File: src/logic/lsas_map.vh
/*
 * Register offsets, field positions, reset values and timing counts
 * of the light sensor readout. Assumes a 20 MHz reference clock.
 */
`ifndef LSAS_MAP_VH
`define LSAS_MAP_VH

// Register select offsets
`define LSAS_REG_CONTROL   4'h0
`define LSAS_REG_TIMING    4'h1
`define LSAS_REG_THLO_L    4'h2
`define LSAS_REG_THLO_H    4'h3
`define LSAS_REG_THHI_L    4'h4
`define LSAS_REG_THHI_H    4'h5
`define LSAS_REG_INTR      4'h6
`define LSAS_REG_ID        4'ha
`define LSAS_REG_BB_L      4'hc
`define LSAS_REG_BB_H      4'hd
`define LSAS_REG_IR_L      4'he
`define LSAS_REG_IR_H      4'hf

// Command byte fields
`define LSAS_CMD_SEL_BIT   7
`define LSAS_CMD_CLR_BIT   6
`define LSAS_CMD_WORD_BIT  5

// Timing register fields
`define LSAS_TIM_GAIN_BIT  4
`define LSAS_TIM_MAN_BIT   3

// Reset values and mode codes
`define LSAS_CTRL_RST      2'h0
`define LSAS_INTEGRATION_TIME_FIELD_RST     2'h2
`define LSAS_POWER_ON      2'h3
`define LSAS_INTEGRATION_TIME_FIELD_MANUAL  2'h3

// Slave addresses by select pin level
`define LSAS_ADDR_GND      7'h29
`define LSAS_ADDR_FLOAT    7'h39
`define LSAS_ADDR_VDD      7'h49

// Timing
`define LSAS_REF_HZ        20000000
`define LSAS_OSC_HZ        735000
`define LSAS_OSC_DIV       (`LSAS_REF_HZ / `LSAS_OSC_HZ)
`define LSAS_INTEGRATION_TIME_FIELD_BASE    918
`define LSAS_MULT_00       11
`define LSAS_MULT_01       81
`define LSAS_MULT_10       322
`define LSAS_COUNT_START   19'h00004
`define LSAS_FULL_SCALE    16'hffff
`define LSAS_LOW_GAIN_DIV  4'hf

`endif

File: src/logic/lsas_top.v
/*
 * Two-channel light sensor readout: integrating counters for the
 * broadband and infrared channels and a Fast-mode I2C register slave.
 * Assumes the analog front end gives one pulse per charge quantum on
 * BB_PULSE/IR_PULSE and the pads resolve SDA from SDA_OUT/SDA_OE.
 */
`timescale 1ns/10ps
`default_nettype none
`include "lsas_map.vh"

// Function
// - Integration lasts 11, 81 or 322 times 918 oscillator cycles.
// - At most one count per two oscillator cycles, minus two counts.
// - Channel results saturate at 65535 and never wrap.
// - Low gain passes one of every sixteen pulses, both channels.
// - Both channels share one integration start and end.
// - At conversion end each count goes to its own data register.
// - Reads see whole bytes and consistent words, never half updates.
// - In timed modes the next integration starts by itself right after the transfer.
// - Access is over an I2C slave, clock at most 400 kHz.
// - Slave address follows the three-level select pin.
// - Written byte with top bit set is a command byte.
// - Low four command bits become the register pointer.
// - Reads return the register chosen by the pointer.
// - Plain writes and combined-format reads are both served.
// - Command bytes carry bit seven set.
// - Command bit six clears interrupts and never reads back.
// - Control 03h powers up, 00h down, reads back as written.
// - Manual bit starts/stops integration only when field is 11.
module lsas_top #(
    parameter OSC_DIV    = `LSAS_OSC_DIV,
    parameter INTEGRATION_TIME_FIELD_BASE = `LSAS_INTEGRATION_TIME_FIELD_BASE,
    parameter [7:0] ID_VALUE = 8'h5a  // Arbitrary identification value
) (
    // Clock and reset
    input  wire       REF_CLK,
    input  wire       RST_N,
    // Serial bus
    input  wire       SCL_IN,
    input  wire       SDA_IN,
    output reg        SDA_OUT,
    output reg        SDA_OE,
    // Address select pin comparators
    input  wire       ADDR_SEL_GND,
    input  wire       ADDR_SEL_VDD,
    // Analog front end
    input  wire       BB_PULSE,
    input  wire       IR_PULSE,
    output reg        GAIN_HIGH,
    output reg        POWERED,
    output reg        INTEGRATING,
    // Status
    output reg        CONV_DONE,
    output reg        INT_CLEAR
);

    localparam ST_IDLE = 3'h0;
    localparam ST_ADDR = 3'h1;
    localparam ST_ACK  = 3'h2;
    localparam ST_WR   = 3'h3;
    localparam ST_RD   = 3'h4;
    localparam ST_RACK = 3'h5;

    // Pin synchronisers: bus pins and select pins
    reg  [2:0]  scl_sy_reg, sda_sy_reg, gnd_sy_reg, vdd_sy_reg;
    reg         scl_reg, sda_reg, gnd_reg, vdd_reg;
    reg         scl_d_reg, sda_d_reg;
    always @(posedge REF_CLK) begin
        scl_sy_reg <= {scl_sy_reg[1:0], SCL_IN};
        sda_sy_reg <= {sda_sy_reg[1:0], SDA_IN};
        gnd_sy_reg <= {gnd_sy_reg[1:0], ADDR_SEL_GND};
        vdd_sy_reg <= {vdd_sy_reg[1:0], ADDR_SEL_VDD};
        if (!RST_N) begin
            scl_reg   <= 1'b1;
            sda_reg   <= 1'b1;
            scl_d_reg <= 1'b1;
            sda_d_reg <= 1'b1;
            gnd_reg   <= 1'b0;
            vdd_reg   <= 1'b0;
        end else begin
            if (scl_sy_reg[1] == scl_sy_reg[2]) scl_reg <= scl_sy_reg[2];
            if (sda_sy_reg[1] == sda_sy_reg[2]) sda_reg <= sda_sy_reg[2];
            if (gnd_sy_reg[1] == gnd_sy_reg[2]) gnd_reg <= gnd_sy_reg[2];
            if (vdd_sy_reg[1] == vdd_sy_reg[2]) vdd_reg <= vdd_sy_reg[2];
            scl_d_reg <= scl_reg;
            sda_d_reg <= sda_reg;
        end
    end

    wire scl_rise = scl_reg & ~scl_d_reg;
    wire scl_fall = ~scl_reg & scl_d_reg;
    wire start_c  = scl_reg & scl_d_reg & ~sda_reg & sda_d_reg;
    wire stop_c   = scl_reg & scl_d_reg & sda_reg & ~sda_d_reg;

    // Float when neither comparator trips
    wire [6:0] my_addr = gnd_reg ? `LSAS_ADDR_GND :
                         vdd_reg ? `LSAS_ADDR_VDD : `LSAS_ADDR_FLOAT;

    // Registers
    reg  [1:0]  ctrl_reg;
    reg         gain_reg, manual_reg;
    reg  [1:0]  integration_time_field_reg;
    reg  [7:0]  thlo_l_reg, thlo_h_reg, thhi_l_reg, thhi_h_reg, intr_reg;
    reg  [15:0] bb_data_reg, ir_data_reg;
    reg  [7:0]  hold_reg;
    reg  [1:0]  hold_vld_reg;

    // Oscillator tick from the reference clock
    reg  [7:0]  div_reg;
    wire        osc_tick = (div_reg == OSC_DIV[7:0] - 8'h01);
    always @(posedge REF_CLK) begin
        if (!RST_N || osc_tick) div_reg <= 8'h00;
        else div_reg <= div_reg + 8'h01;
    end

    // Integration sequencing shared by both channels
    reg  [18:0] icyc_reg;
    reg         man_d_reg;
    reg  [18:0] limit;
    // Products are 32 bits; 19 bits hold the longest period
    wire [31:0] lim0_full = INTEGRATION_TIME_FIELD_BASE * `LSAS_MULT_00;
    wire [31:0] lim1_full = INTEGRATION_TIME_FIELD_BASE * `LSAS_MULT_01;
    wire [31:0] lim2_full = INTEGRATION_TIME_FIELD_BASE * `LSAS_MULT_10;
    always @* begin
        case (integration_time_field_reg)
            2'h0: limit = lim0_full[18:0];
            2'h1: limit = lim1_full[18:0];
            2'h2: limit = lim2_full[18:0];
            default: limit = 19'h7ffff;
        endcase
    end
    wire powered  = (ctrl_reg == `LSAS_POWER_ON);
    wire manual_m = (integration_time_field_reg == `LSAS_INTEGRATION_TIME_FIELD_MANUAL);
    wire running  = powered && (!manual_m || manual_reg);
    // Shortening the field below the elapsed count ends it at the next tick
    wire auto_end = !manual_m && osc_tick && (icyc_reg >= limit - 19'h1);
    wire man_end  = manual_m && man_d_reg && !manual_reg;
    wire conv_end = powered && (auto_end || man_end);
    // Even ticks from four on: N / 2 - 2 slots, none on the end tick
    wire cnt_slot = running && osc_tick && !icyc_reg[0] &&
                    (icyc_reg >= `LSAS_COUNT_START);

    always @(posedge REF_CLK) begin
        if (!RST_N) begin
            icyc_reg  <= 19'h0;
            man_d_reg <= 1'b0;
        end else begin
            man_d_reg <= manual_reg;
            if (!running || conv_end) icyc_reg <= 19'h0;
            else if (osc_tick && icyc_reg != 19'h7ffff)
                icyc_reg <= icyc_reg + 19'h1;
        end
    end

    // Per-channel converter counters
    wire [1:0]  pulse_in = {IR_PULSE, BB_PULSE};
    wire [31:0] acc_all;
    genvar g;
    generate
        for (g = 0; g < 2; g = g + 1) begin : conv
            reg [2:0]  sy_reg;
            reg        lvl_reg, lvl_d_reg, pend_reg;
            reg [3:0]  pre_reg;
            reg [15:0] acc_reg;
            wire       edge_w = lvl_reg & ~lvl_d_reg;
            // Low gain lets one pulse in sixteen through
            wire       pass = edge_w &&
                (gain_reg || pre_reg == `LSAS_LOW_GAIN_DIV);
            always @(posedge REF_CLK) begin
                sy_reg <= {sy_reg[1:0], pulse_in[g]};
                if (!RST_N) begin
                    lvl_reg   <= 1'b0;
                    lvl_d_reg <= 1'b0;
                    pend_reg  <= 1'b0;
                    pre_reg   <= 4'h0;
                    acc_reg   <= 16'h0;
                end else begin
                    if (sy_reg[1] == sy_reg[2]) lvl_reg <= sy_reg[2];
                    lvl_d_reg <= lvl_reg;
                    if (edge_w) pre_reg <= pre_reg + 4'h1;
                    // New pulse wins over consuming the old one
                    if (pass && running) pend_reg <= 1'b1;
                    else if (cnt_slot || !running) pend_reg <= 1'b0;
                    if (conv_end || !running) acc_reg <= 16'h0;
                    else if (cnt_slot && pend_reg &&
                             acc_reg != `LSAS_FULL_SCALE)
                        acc_reg <= acc_reg + 16'h1;
                end
            end
            assign acc_all[16*g +: 16] = acc_reg;
        end
    endgenerate

    // I2C slave
    reg  [2:0]  st_reg;
    reg  [3:0]  bit_reg;
    reg  [7:0]  sr_reg, tx_reg;
    reg         rw_reg, mack_reg;
    reg  [3:0]  ptr_reg;  // Kept across transactions
    reg         word_reg;
    reg         idx_reg;
    wire [3:0]  acc_addr = ptr_reg + {3'h0, word_reg & idx_reg};
    reg  [7:0]  rd_byte;
    always @* begin
        case (acc_addr)
            `LSAS_REG_CONTROL: rd_byte = {6'h0, ctrl_reg};
            `LSAS_REG_TIMING:  rd_byte = {3'h0, gain_reg, manual_reg,
                                          1'b0, integration_time_field_reg};
            `LSAS_REG_THLO_L:  rd_byte = thlo_l_reg;
            `LSAS_REG_THLO_H:  rd_byte = thlo_h_reg;
            `LSAS_REG_THHI_L:  rd_byte = thhi_l_reg;
            `LSAS_REG_THHI_H:  rd_byte = thhi_h_reg;
            `LSAS_REG_INTR:    rd_byte = intr_reg;
            `LSAS_REG_ID:      rd_byte = ID_VALUE;
            `LSAS_REG_BB_L:    rd_byte = bb_data_reg[7:0];
            `LSAS_REG_BB_H:    rd_byte = hold_vld_reg[0] ? hold_reg :
                                         bb_data_reg[15:8];
            `LSAS_REG_IR_L:    rd_byte = ir_data_reg[7:0];
            `LSAS_REG_IR_H:    rd_byte = hold_vld_reg[1] ? hold_reg :
                                         ir_data_reg[15:8];
            default:           rd_byte = 8'h00;
        endcase
    end

    wire wr_byte = (st_reg == ST_WR) && scl_fall && (bit_reg == 4'h8);
    wire is_cmd  = sr_reg[`LSAS_CMD_SEL_BIT];
    wire data_wr = wr_byte && !is_cmd;
    wire load_tx = scl_fall && ((st_reg == ST_ACK && rw_reg) ||
                                (st_reg == ST_RACK && mack_reg));

    always @(posedge REF_CLK) begin
        if (!RST_N) begin
            st_reg   <= ST_IDLE;
            bit_reg  <= 4'h0;
            sr_reg   <= 8'h00;
            tx_reg   <= 8'h00;
            rw_reg   <= 1'b0;
            mack_reg <= 1'b0;
            ptr_reg  <= 4'h0;
            word_reg <= 1'b0;
            idx_reg  <= 1'b0;
            SDA_OE   <= 1'b0;
            INT_CLEAR <= 1'b0;
        end else begin
            INT_CLEAR <= 1'b0;
            if (start_c) begin
                st_reg  <= ST_ADDR;
                bit_reg <= 4'h0;
                idx_reg <= 1'b0;
                SDA_OE  <= 1'b0;
            end else if (stop_c) begin
                st_reg <= ST_IDLE;
                SDA_OE <= 1'b0;
            end else begin
                case (st_reg)
                    ST_ADDR, ST_WR: begin
                        if (scl_rise) begin
                            sr_reg  <= {sr_reg[6:0], sda_reg};
                            bit_reg <= bit_reg + 4'h1;
                        end else if (scl_fall && bit_reg == 4'h8) begin
                            bit_reg <= 4'h0;
                            if (st_reg == ST_ADDR) begin
                                // Seven address bits then direction
                                if (sr_reg[7:1] == my_addr) begin
                                    rw_reg <= sr_reg[0];
                                    SDA_OE <= 1'b1;
                                    st_reg <= ST_ACK;
                                end else st_reg <= ST_IDLE;
                            end else begin
                                SDA_OE <= 1'b1;
                                st_reg <= ST_ACK;
                                if (is_cmd) begin
                                    ptr_reg  <= sr_reg[3:0];
                                    word_reg <= sr_reg[`LSAS_CMD_WORD_BIT];
                                    idx_reg  <= 1'b0;
                                    INT_CLEAR <= sr_reg[`LSAS_CMD_CLR_BIT];
                                end else idx_reg <= ~idx_reg;
                            end
                        end
                    end
                    ST_ACK: if (scl_fall) begin
                        bit_reg <= 4'h0;
                        if (rw_reg) begin
                            tx_reg <= rd_byte;
                            SDA_OE <= ~rd_byte[7];
                            st_reg <= ST_RD;
                        end else begin
                            SDA_OE <= 1'b0;
                            st_reg <= ST_WR;
                        end
                    end
                    ST_RD: begin
                        if (scl_rise) bit_reg <= bit_reg + 4'h1;
                        else if (scl_fall) begin
                            if (bit_reg == 4'h8) begin
                                SDA_OE <= 1'b0;
                                idx_reg <= ~idx_reg;
                                st_reg <= ST_RACK;
                            end else begin
                                tx_reg <= {tx_reg[6:0], 1'b0};
                                SDA_OE <= ~tx_reg[6];
                            end
                        end
                    end
                    ST_RACK: begin
                        if (scl_rise) mack_reg <= ~sda_reg;
                        else if (scl_fall) begin
                            bit_reg <= 4'h0;
                            if (mack_reg) begin
                                tx_reg <= rd_byte;
                                SDA_OE <= ~rd_byte[7];
                                st_reg <= ST_RD;
                            end else st_reg <= ST_IDLE;
                        end
                    end
                    default: st_reg <= ST_IDLE;
                endcase
            end
        end
    end

    // Register writes, data transfer and word hold
    always @(posedge REF_CLK) begin
        if (!RST_N) begin
            ctrl_reg     <= `LSAS_CTRL_RST;
            gain_reg     <= 1'b0;
            manual_reg   <= 1'b0;
            integration_time_field_reg    <= `LSAS_INTEGRATION_TIME_FIELD_RST;
            thlo_l_reg   <= 8'h00;
            thlo_h_reg   <= 8'h00;
            thhi_l_reg   <= 8'h00;
            thhi_h_reg   <= 8'h00;
            intr_reg     <= 8'h00;
            bb_data_reg  <= 16'h0;
            ir_data_reg  <= 16'h0;
            hold_reg     <= 8'h00;
            hold_vld_reg <= 2'h0;
        end else begin
            if (data_wr) begin
                case (acc_addr)
                    `LSAS_REG_CONTROL: ctrl_reg <= sr_reg[1:0];
                    `LSAS_REG_TIMING: begin
                        gain_reg   <= sr_reg[`LSAS_TIM_GAIN_BIT];
                        manual_reg <= sr_reg[`LSAS_TIM_MAN_BIT];
                        integration_time_field_reg  <= sr_reg[1:0];
                    end
                    `LSAS_REG_THLO_L: thlo_l_reg <= sr_reg;
                    `LSAS_REG_THLO_H: thlo_h_reg <= sr_reg;
                    `LSAS_REG_THHI_L: thhi_l_reg <= sr_reg;
                    `LSAS_REG_THHI_H: thhi_h_reg <= sr_reg;
                    `LSAS_REG_INTR:   intr_reg   <= sr_reg;
                    default: ;
                endcase
            end
            if (conv_end) begin
                bb_data_reg <= acc_all[15:0];
                ir_data_reg <= acc_all[31:16];
            end
            // Low byte read freezes its high byte for the pair
            if (load_tx) begin
                hold_vld_reg <= 2'h0;
                if (acc_addr == `LSAS_REG_BB_L) begin
                    hold_reg     <= bb_data_reg[15:8];
                    hold_vld_reg <= 2'h1;
                end else if (acc_addr == `LSAS_REG_IR_L) begin
                    hold_reg     <= ir_data_reg[15:8];
                    hold_vld_reg <= 2'h2;
                end
            end else if (start_c && !(st_reg == ST_ACK || st_reg == ST_RD ||
                                      st_reg == ST_RACK))
                hold_vld_reg <= 2'h0;
        end
    end

    // Outputs
    always @(posedge REF_CLK) begin
        if (!RST_N) begin
            SDA_OUT     <= 1'b0;
            GAIN_HIGH   <= 1'b0;
            POWERED     <= 1'b0;
            INTEGRATING <= 1'b0;
            CONV_DONE   <= 1'b0;
        end else begin
            SDA_OUT     <= 1'b0;
            GAIN_HIGH   <= gain_reg;
            POWERED     <= powered;
            INTEGRATING <= running;
            CONV_DONE   <= conv_end;
        end
    end

endmodule // lsas_top
`default_nettype wire

File: config.mk
export PLATFORM = sky130hd
export DESIGN_NAME = lsas_top
export DESIGN_NICKNAME = d
export VERILOG_FILES = /design/src/logic/lsas_top.v
export VERILOG_INCLUDE_DIRS = /design/src /design/src/logic
export SDC_FILE = /design/constraint.sdc
export NUM_CORES = 1
export LEC_CHECK = 0
export BUFFER_PORTS_ARGS = -buffer_cell sky130_fd_sc_hd__buf_2
export CAP_MARGIN = 20
export CELL_PAD_IN_SITES_DETAIL_PLACEMENT = 1
export CELL_PAD_IN_SITES_GLOBAL_PLACEMENT = 1
export CORE_ASPECT_RATIO = 0.75
export CORE_MARGIN = 2
export CORE_UTILIZATION = 53
export CTS_CLUSTER_SIZE = 8
export DETAILED_ROUTE_END_ITERATION = 8
export PLACE_DENSITY = 0.84
export SLEW_MARGIN = 20
export SYNTH_ARGS = -nofsm -noshare
export SYNTH_HDL_FRONTEND = slang
export SYNTH_SLANG_ARGS = --single-unit
File: constraint.sdc
create_clock -name REF_CLK -period 7.8 [get_ports REF_CLK]
set_clock_uncertainty 0.1 [all_clocks]
set_input_delay 0.78 -clock REF_CLK [delete_from_list [all_inputs] [get_ports REF_CLK]]
set_output_delay 0.78 -clock REF_CLK [all_outputs]
set_load 0.05 [all_outputs]
# Word level (Yosys, flattened, before mapping)
# Cells that the tools add are included.
[word_totals] reg_bits=222 inputBits=8 output_inout_bits=7 wordCells=290
[op_classes] addsub=9 order_cmp=2 eq_ne=57 n_mux=66 bitwise=27 reduce_logical=75
[op_table] operator="8-bit case mux with 12 select lines" n=1
[op_table] operator="7-bit two-way mux" n=10
[op_table] operator="19-bit case mux with 3 select lines" n=1
[op_table] operator="3-bit two-way mux" n=11
[op_table] operator="16-bit by 1-bit adder with 16-bit output, second input constant" n=2
[op_table] operator="4-bit equality test, second input constant" n=8
[op_table] operator="8-bit two-way mux" n=4
[op_table] operator="16-bit inequality test, second input constant" n=2
[op_table] operator="4-bit inequality test, second input constant" n=8
[op_table] operator="1-bit logical AND" n=26
[op_table] operator="2-bit inequality test, second input constant" n=13
[op_table] operator="1-bit two-way mux" n=24
[op_table] operator="8-bit AND reduction" n=3
[op_table] operator="7-bit case mux with 3 select lines" n=1
[op_table] operator="4-bit two-way mux" n=5
[op_table] operator="19-bit by 1-bit adder with 19-bit output, second input constant" n=1
[op_table] operator="19-bit greater-or-equal comparator" n=1
[op_table] operator="19-bit by 3-bit greater-or-equal comparator with 1-bit output, second input constant" n=1
[op_table] operator="19-bit inequality test, second input constant" n=1
[op_table] operator="19-bit by 1-bit subtractor with 19-bit output, second input constant" n=1
[op_table] operator="1-bit inverter" n=17
[op_table] operator="4-bit case mux with 4 select lines" n=1
[op_table] operator="2-bit AND reduction" n=8
[op_table] operator="7-bit AND reduction" n=2
[op_table] operator="34 further kinds" n=84

# Depth between registers and ports, before layout
[logic_depth] word_depth=10 mapped_depth=13 depth_no_buf=12

# Least setup slack after synthesis
# Ideal clock, no wire load.
[synth_path] path_type="reg-to-reg" start="register integration_time_field_reg[0]" end="register bb_data_reg[0]" setup_ns=0.072 arrival_time_ns=2.520 required_time_ns=7.628 slack_ns=5.109 stages_incl_launch_ff=13 cell_sequence="dfxtp_1 > inv_1 > ha_1 > nand2_1 > xnor2_1 > nor2_1 > ha_1 > nand4_1 > o311a_1 > o22a_1 > a31oi_4 > buf_6 > mux2i_1"
[synth_between] elab_chain_cells=7
[synth_rtl] item="start, declared" line_no="lsas_top.v:102" text="reg [1:0] integration_time_field_reg;"
[synth_rtl] item="start signal, assigned" line_no="lsas_top.v:328" text="integration_time_field_reg <= `LSAS_INTEGRATION_TIME_FIELD_RST;"
[synth_rtl] item="start signal, assigned" line_no="lsas_top.v:345" text="integration_time_field_reg <= sr_reg[1:0];"
[synth_rtl] item="2-bit equality test (tied with other cells)" line_no="lsas_top.v:125" text="case (integration_time_field_reg)"
[synth_rtl] item="19-bit case mux with 3 select lines" line_no="lsas_top.v:125"
[synth_rtl] item="19-bit by 1-bit subtractor with 19-bit output" line_no="lsas_top.v:136" text="wire auto_end = !manual_m && osc_tick && (icyc_reg >= limit - 19'h1);"
[synth_rtl] item="19-bit greater-or-equal comparator" line_no="lsas_top.v:136"
[synth_rtl] item="1-bit logical AND" line_no="lsas_top.v:136"
[synth_rtl] item="1-bit logical OR (*)" line_no="lsas_top.v:138" text="wire conv_end = powered && (auto_end || man_end);"
[synth_rtl] item="1-bit logical AND (*)" line_no="lsas_top.v:138"
[synth_rtl] item="end signal, assigned" line_no="lsas_top.v:356" text="bb_data_reg <= acc_all[15:0];"
[synth_rtl] item="end, declared" line_no="lsas_top.v:104" text="reg [15:0] bb_data_reg, ir_data_reg;"
# Every way passes the cells marked *; elsewhere a longest branch is shown, timed or not.
# A chain may end at the register's enable or synchronous reset.

# Worst setup path in the final report
[layout_path] start="register idx_reg" end="register thlo_h_reg[7]"
[layout_between] elab_chain_cells=4
[layout_rtl] item="start, declared" line_no="lsas_top.v:201" text="reg idx_reg;"
[layout_rtl] item="start signal, assigned" line_no="lsas_top.v:277" text="end else idx_reg <= ~idx_reg;"
[layout_rtl] item="start signal, assigned" line_no="lsas_top.v:297" text="idx_reg <= ~idx_reg;"
[layout_rtl] item="1-bit AND" line_no="lsas_top.v:202" text="wire [3:0] acc_addr = ptr_reg + {3'h0, word_reg & idx_reg};"
[layout_rtl] item="4-bit by 1-bit adder with 4-bit output" line_no="lsas_top.v:202"
[layout_rtl] item="4-bit by 2-bit equality test with 1-bit output" line_no="lsas_top.v:340" text="case (acc_addr)"
[layout_rtl] item="2-bit AND reduction (no line)"
[layout_rtl] item="end signal, assigned" line_no="lsas_top.v:348" text="`LSAS_REG_THLO_H: thlo_h_reg <= sr_reg;"
[layout_rtl] item="end, declared" line_no="lsas_top.v:103" text="reg [7:0] thlo_l_reg, thlo_h_reg, thhi_l_reg, thhi_h_reg, intr_reg;"
# No other way between the ends.

==> reports/results.txt <==
status: finished clean
most common cell after layout, fill and taps aside: nand2_1
setup TNS: 0 ps
Bufs and invs on worst path: 0
fraction of power spent switching nets: 0.217
DRC: 0
ys flop type: dfxtp_1
cell-internal power: 1.86 mW
WL met1: 17000 um
Lkg Pwr: 4.14 nW
Starting DRT DRC Count: 1006
ant diodes: 0
CP required: 8140 ps
crit-path leading delay family: simple AND/OR/NAND/NOR gates
Post-synth EDFFs: 0
flop2flop setup slack: 3960 ps
average size of a mapped cell: 8.45 sq um
Detail Route met3 WL: 2900 um
Slowest-stage cell, CP: ha_1
post-synth net total: 1432
wire per inst: 21.6 um
fillers: 2612
chip height: 133 um
Seq/Total Area, Yosys: 0.378
Sink Count: 222
RSZ-0062 raised after global routing: false
top-level I/O count: 15
global-route wire length before repair: 56900 um
Ys Warns: 0
Crit. End Element: flop
CP Max Fanout: 28
port bufs: 13
Reg2Reg Depth: 8
actual slew at the worst max-slew pin: 1120 ps
final period utilization: 0.492
critical path depth: 8
most frequent cells in the layout: nand2_1 (240), dfxtp_1 (222), nor2_1 (100), nand3_1 (64)
Max-slew headroom: 0.253
clock latency on the worst-skew pair: 560 ps
reg2reg start: idx_reg
Critical path origin: idx_reg
Seq pwr share: 0.489
Worst Setup EP: thlo_h_reg[7]
max_cap viols: 0
Post-DP HPWL: 25000 um
Hold Path Class: reg2reg
die area: 0.0234 sq mm
r2r endpoint: thlo_h_reg[7]
Switch Pwr: 516 uW
Std-Cell Rows: 47
Worst Path Arrival: 4180 ps
Placed Cells: 1618
Core Area: 0.0219 sq mm
GP Congestion: 1.02
Synth cell types: 92
Tmin final: 3840 ps
Slew Limit Fails: 0
Crit Path Category: reg2reg
grt total ovfl: 0
Syn Inst Count: 1389
postcts setup bufs: 0
max reg flops: 32
PwrDens: 189 mW/mm^2
worst-path cell chain: and2_1 > ha_1 > ha_1 > and2_1 > a31oi_1 > nor4_2 > nand2_1 > and3_1
Clk pwr share: 0.486
initial antenna violation count: 0
cts bufs inserted: 31
CTS root buf: clkbuf_16
CTS H-tree lvls: 1
Chip Width: 176 um
synthesized area: 0.0117 sq mm
Max stage delay on crit path: 880 ps
DR vias/cell: 6.31
Reg clk slew, reported paths: 50 ps
Final Non-Filler Cells: 1652
Hold Vio Cnt, Final: 0
Comb pwr share: 0.025
First-pass DRT Iterations: 5
largest net degree at the start of global routing: 89
met2 WL post-DR: 15000 um
top sig layer: met4
vias post-DR: 10.4k
Final setup viols: 0
cts hold-fix bufs: 0
Routed Wire Length: 35700 um
fraction of registers with async set/reset: 0
Post-CTS Resized: 0
startpoint types: flop
synthesis-to-layout area growth: 7.37%
starting density of the core: 0.535
All-Layer GR Usage: 0.303
CTS tree: built
Max clock buf depth: 3
remaining antenna violation count after routing: 0
post-synthesis register bit count: 222
maximum vdd ir drop: 0.000157 V
fmax: 261 MHz
vias in the first global route: 10.3k
share of layout cells above drive strength 1: 0.0700
nets: 1400
## routing by layer
| metal | vias up | track usage |
|---|---|---|
| li1 | 4859 | - |
| met4 | 0 | 0.0666 |
| met5 | - | 0.00625 |
| met2 | 368 | 0.450 |
| met1 | 5142 | 0.447 |
| met3 | 63 | 0.0693 |
## worst reg2reg max path, delay by kind of cell (launching register included)
family / cells / cell delay (ps)
fa+ha+maj: 2 / 1150
simple gates: 5 / 1930
flops: 1 / 350
compound gates: 1 / 200
## kinds of logic (layout without fill, tap and decap cells)
family / count (synthesis) / after routing / share of synthesized area
AO/OA/AOI/OAI: 263 / 263 / 0.163
XOR/XNOR: 58 / 58 / 0.0433
adder cells (fa/ha/maj): 35 / 35 / 0.0373
buffers and inverters: 107 / 76 / 0.0442
flip-flops: 222 / 222 / 0.378
multiplexers: 71 / 71 / 0.0618
other: 1 / 1 / 0.000319
AND/OR/NAND/NOR: 632 / 632 / 0.272
## stage by stage
step                      area, sq um  power (mW)  setup WS [ps]  hold WS, ps  utilization
after floorplan                 11700        1.23           5110          210            -
after global placement          11800        1.24           4240          210        0.538
after detailed placement        11800        1.24           4030          215        0.538
after CTS                       12600        2.40           4000          212        0.574
after global routing            12600        2.46           3660          213        0.575
final                           12600        2.38           3960          224        0.575
## worst min path at each step
stage / cells after the start / from / endpoint / slack [ps]
after floorplan: 0 / conv[0].sy_reg[0] / conv[0].sy_reg[1] / 210
after CTS: 1 / SDA_IN / sda_sy_reg[0] / 210
final: 0 / scl_sy_reg[0] / scl_sy_reg[1] / 220
after detailed placement: 0 / scl_sy_reg[0] / scl_sy_reg[1] / 220
after global placement: 0 / gnd_sy_reg[0] / gnd_sy_reg[1] / 210
after global routing: 1 / SDA_IN / sda_sy_reg[0] / 210
## power groups by stage
stage | Sequential, mW | Clock (mW) | Combinational, mW
2_1_floorplan | 1.18 | 0 | 0.0512
5_1_grt | 1.16 | 1.23 | 0.0656
3_5_place_dp | 1.19 | 0 | 0.0584
4_1_cts | 1.16 | 1.18 | 0.0588
3_3_place_gp | 1.18 | 0 | 0.0560
6_report | 1.16 | 1.16 | 0.0585
## cell usage after synthesis (6+ instances only)
master    count  share of area
nand2_1     240          0.077
dfxtp_1     222           0.38
nor2_1      100          0.032
nand3_1      65          0.028
a21boi_0     59          0.038
mux2i_1      59          0.050
clkbuf_1     41          0.013
xnor2_1      40          0.030
a21oi_1      39          0.017
ha_1         35          0.037
nor3_1       34          0.014
o21ai_0      30          0.013
nand4_1      29          0.015
buf_2        28          0.012
and3_1       26          0.014
nor2b_1      25          0.013
and2_1       24          0.013
a31oi_1      22          0.012
inv_1        21         0.0067
xor2_1       18          0.013
and4_1       12         0.0089
mux2_2       12          0.012
nand2b_1     12         0.0064
a21boi_1     11         0.0070
a22oi_1      11         0.0070
buf_6         8         0.0077
nand3b_1      8         0.0051
or3_1         7         0.0037
a22o_1        6         0.0045
buf_4         6         0.0038
nor3b_1       6         0.0038
nor4_1        6         0.0032
o211ai_1      6         0.0038
o22ai_1       6         0.0032
## layout make-up
cell class	instances	area (sq um)	area share
Clock buffer	33	783	0.0621
Clock inverter	1	8.76	0.000695
Inverter	21	78.8	0.00625
Multi-Input combinational cell	1060	6800	0.539
Sequential cell	222	4440	0.352
Tap cell	294	368	0.0292
Timing Repair Buffer	21	128	0.0101
(Power assumes the default switching activity.)
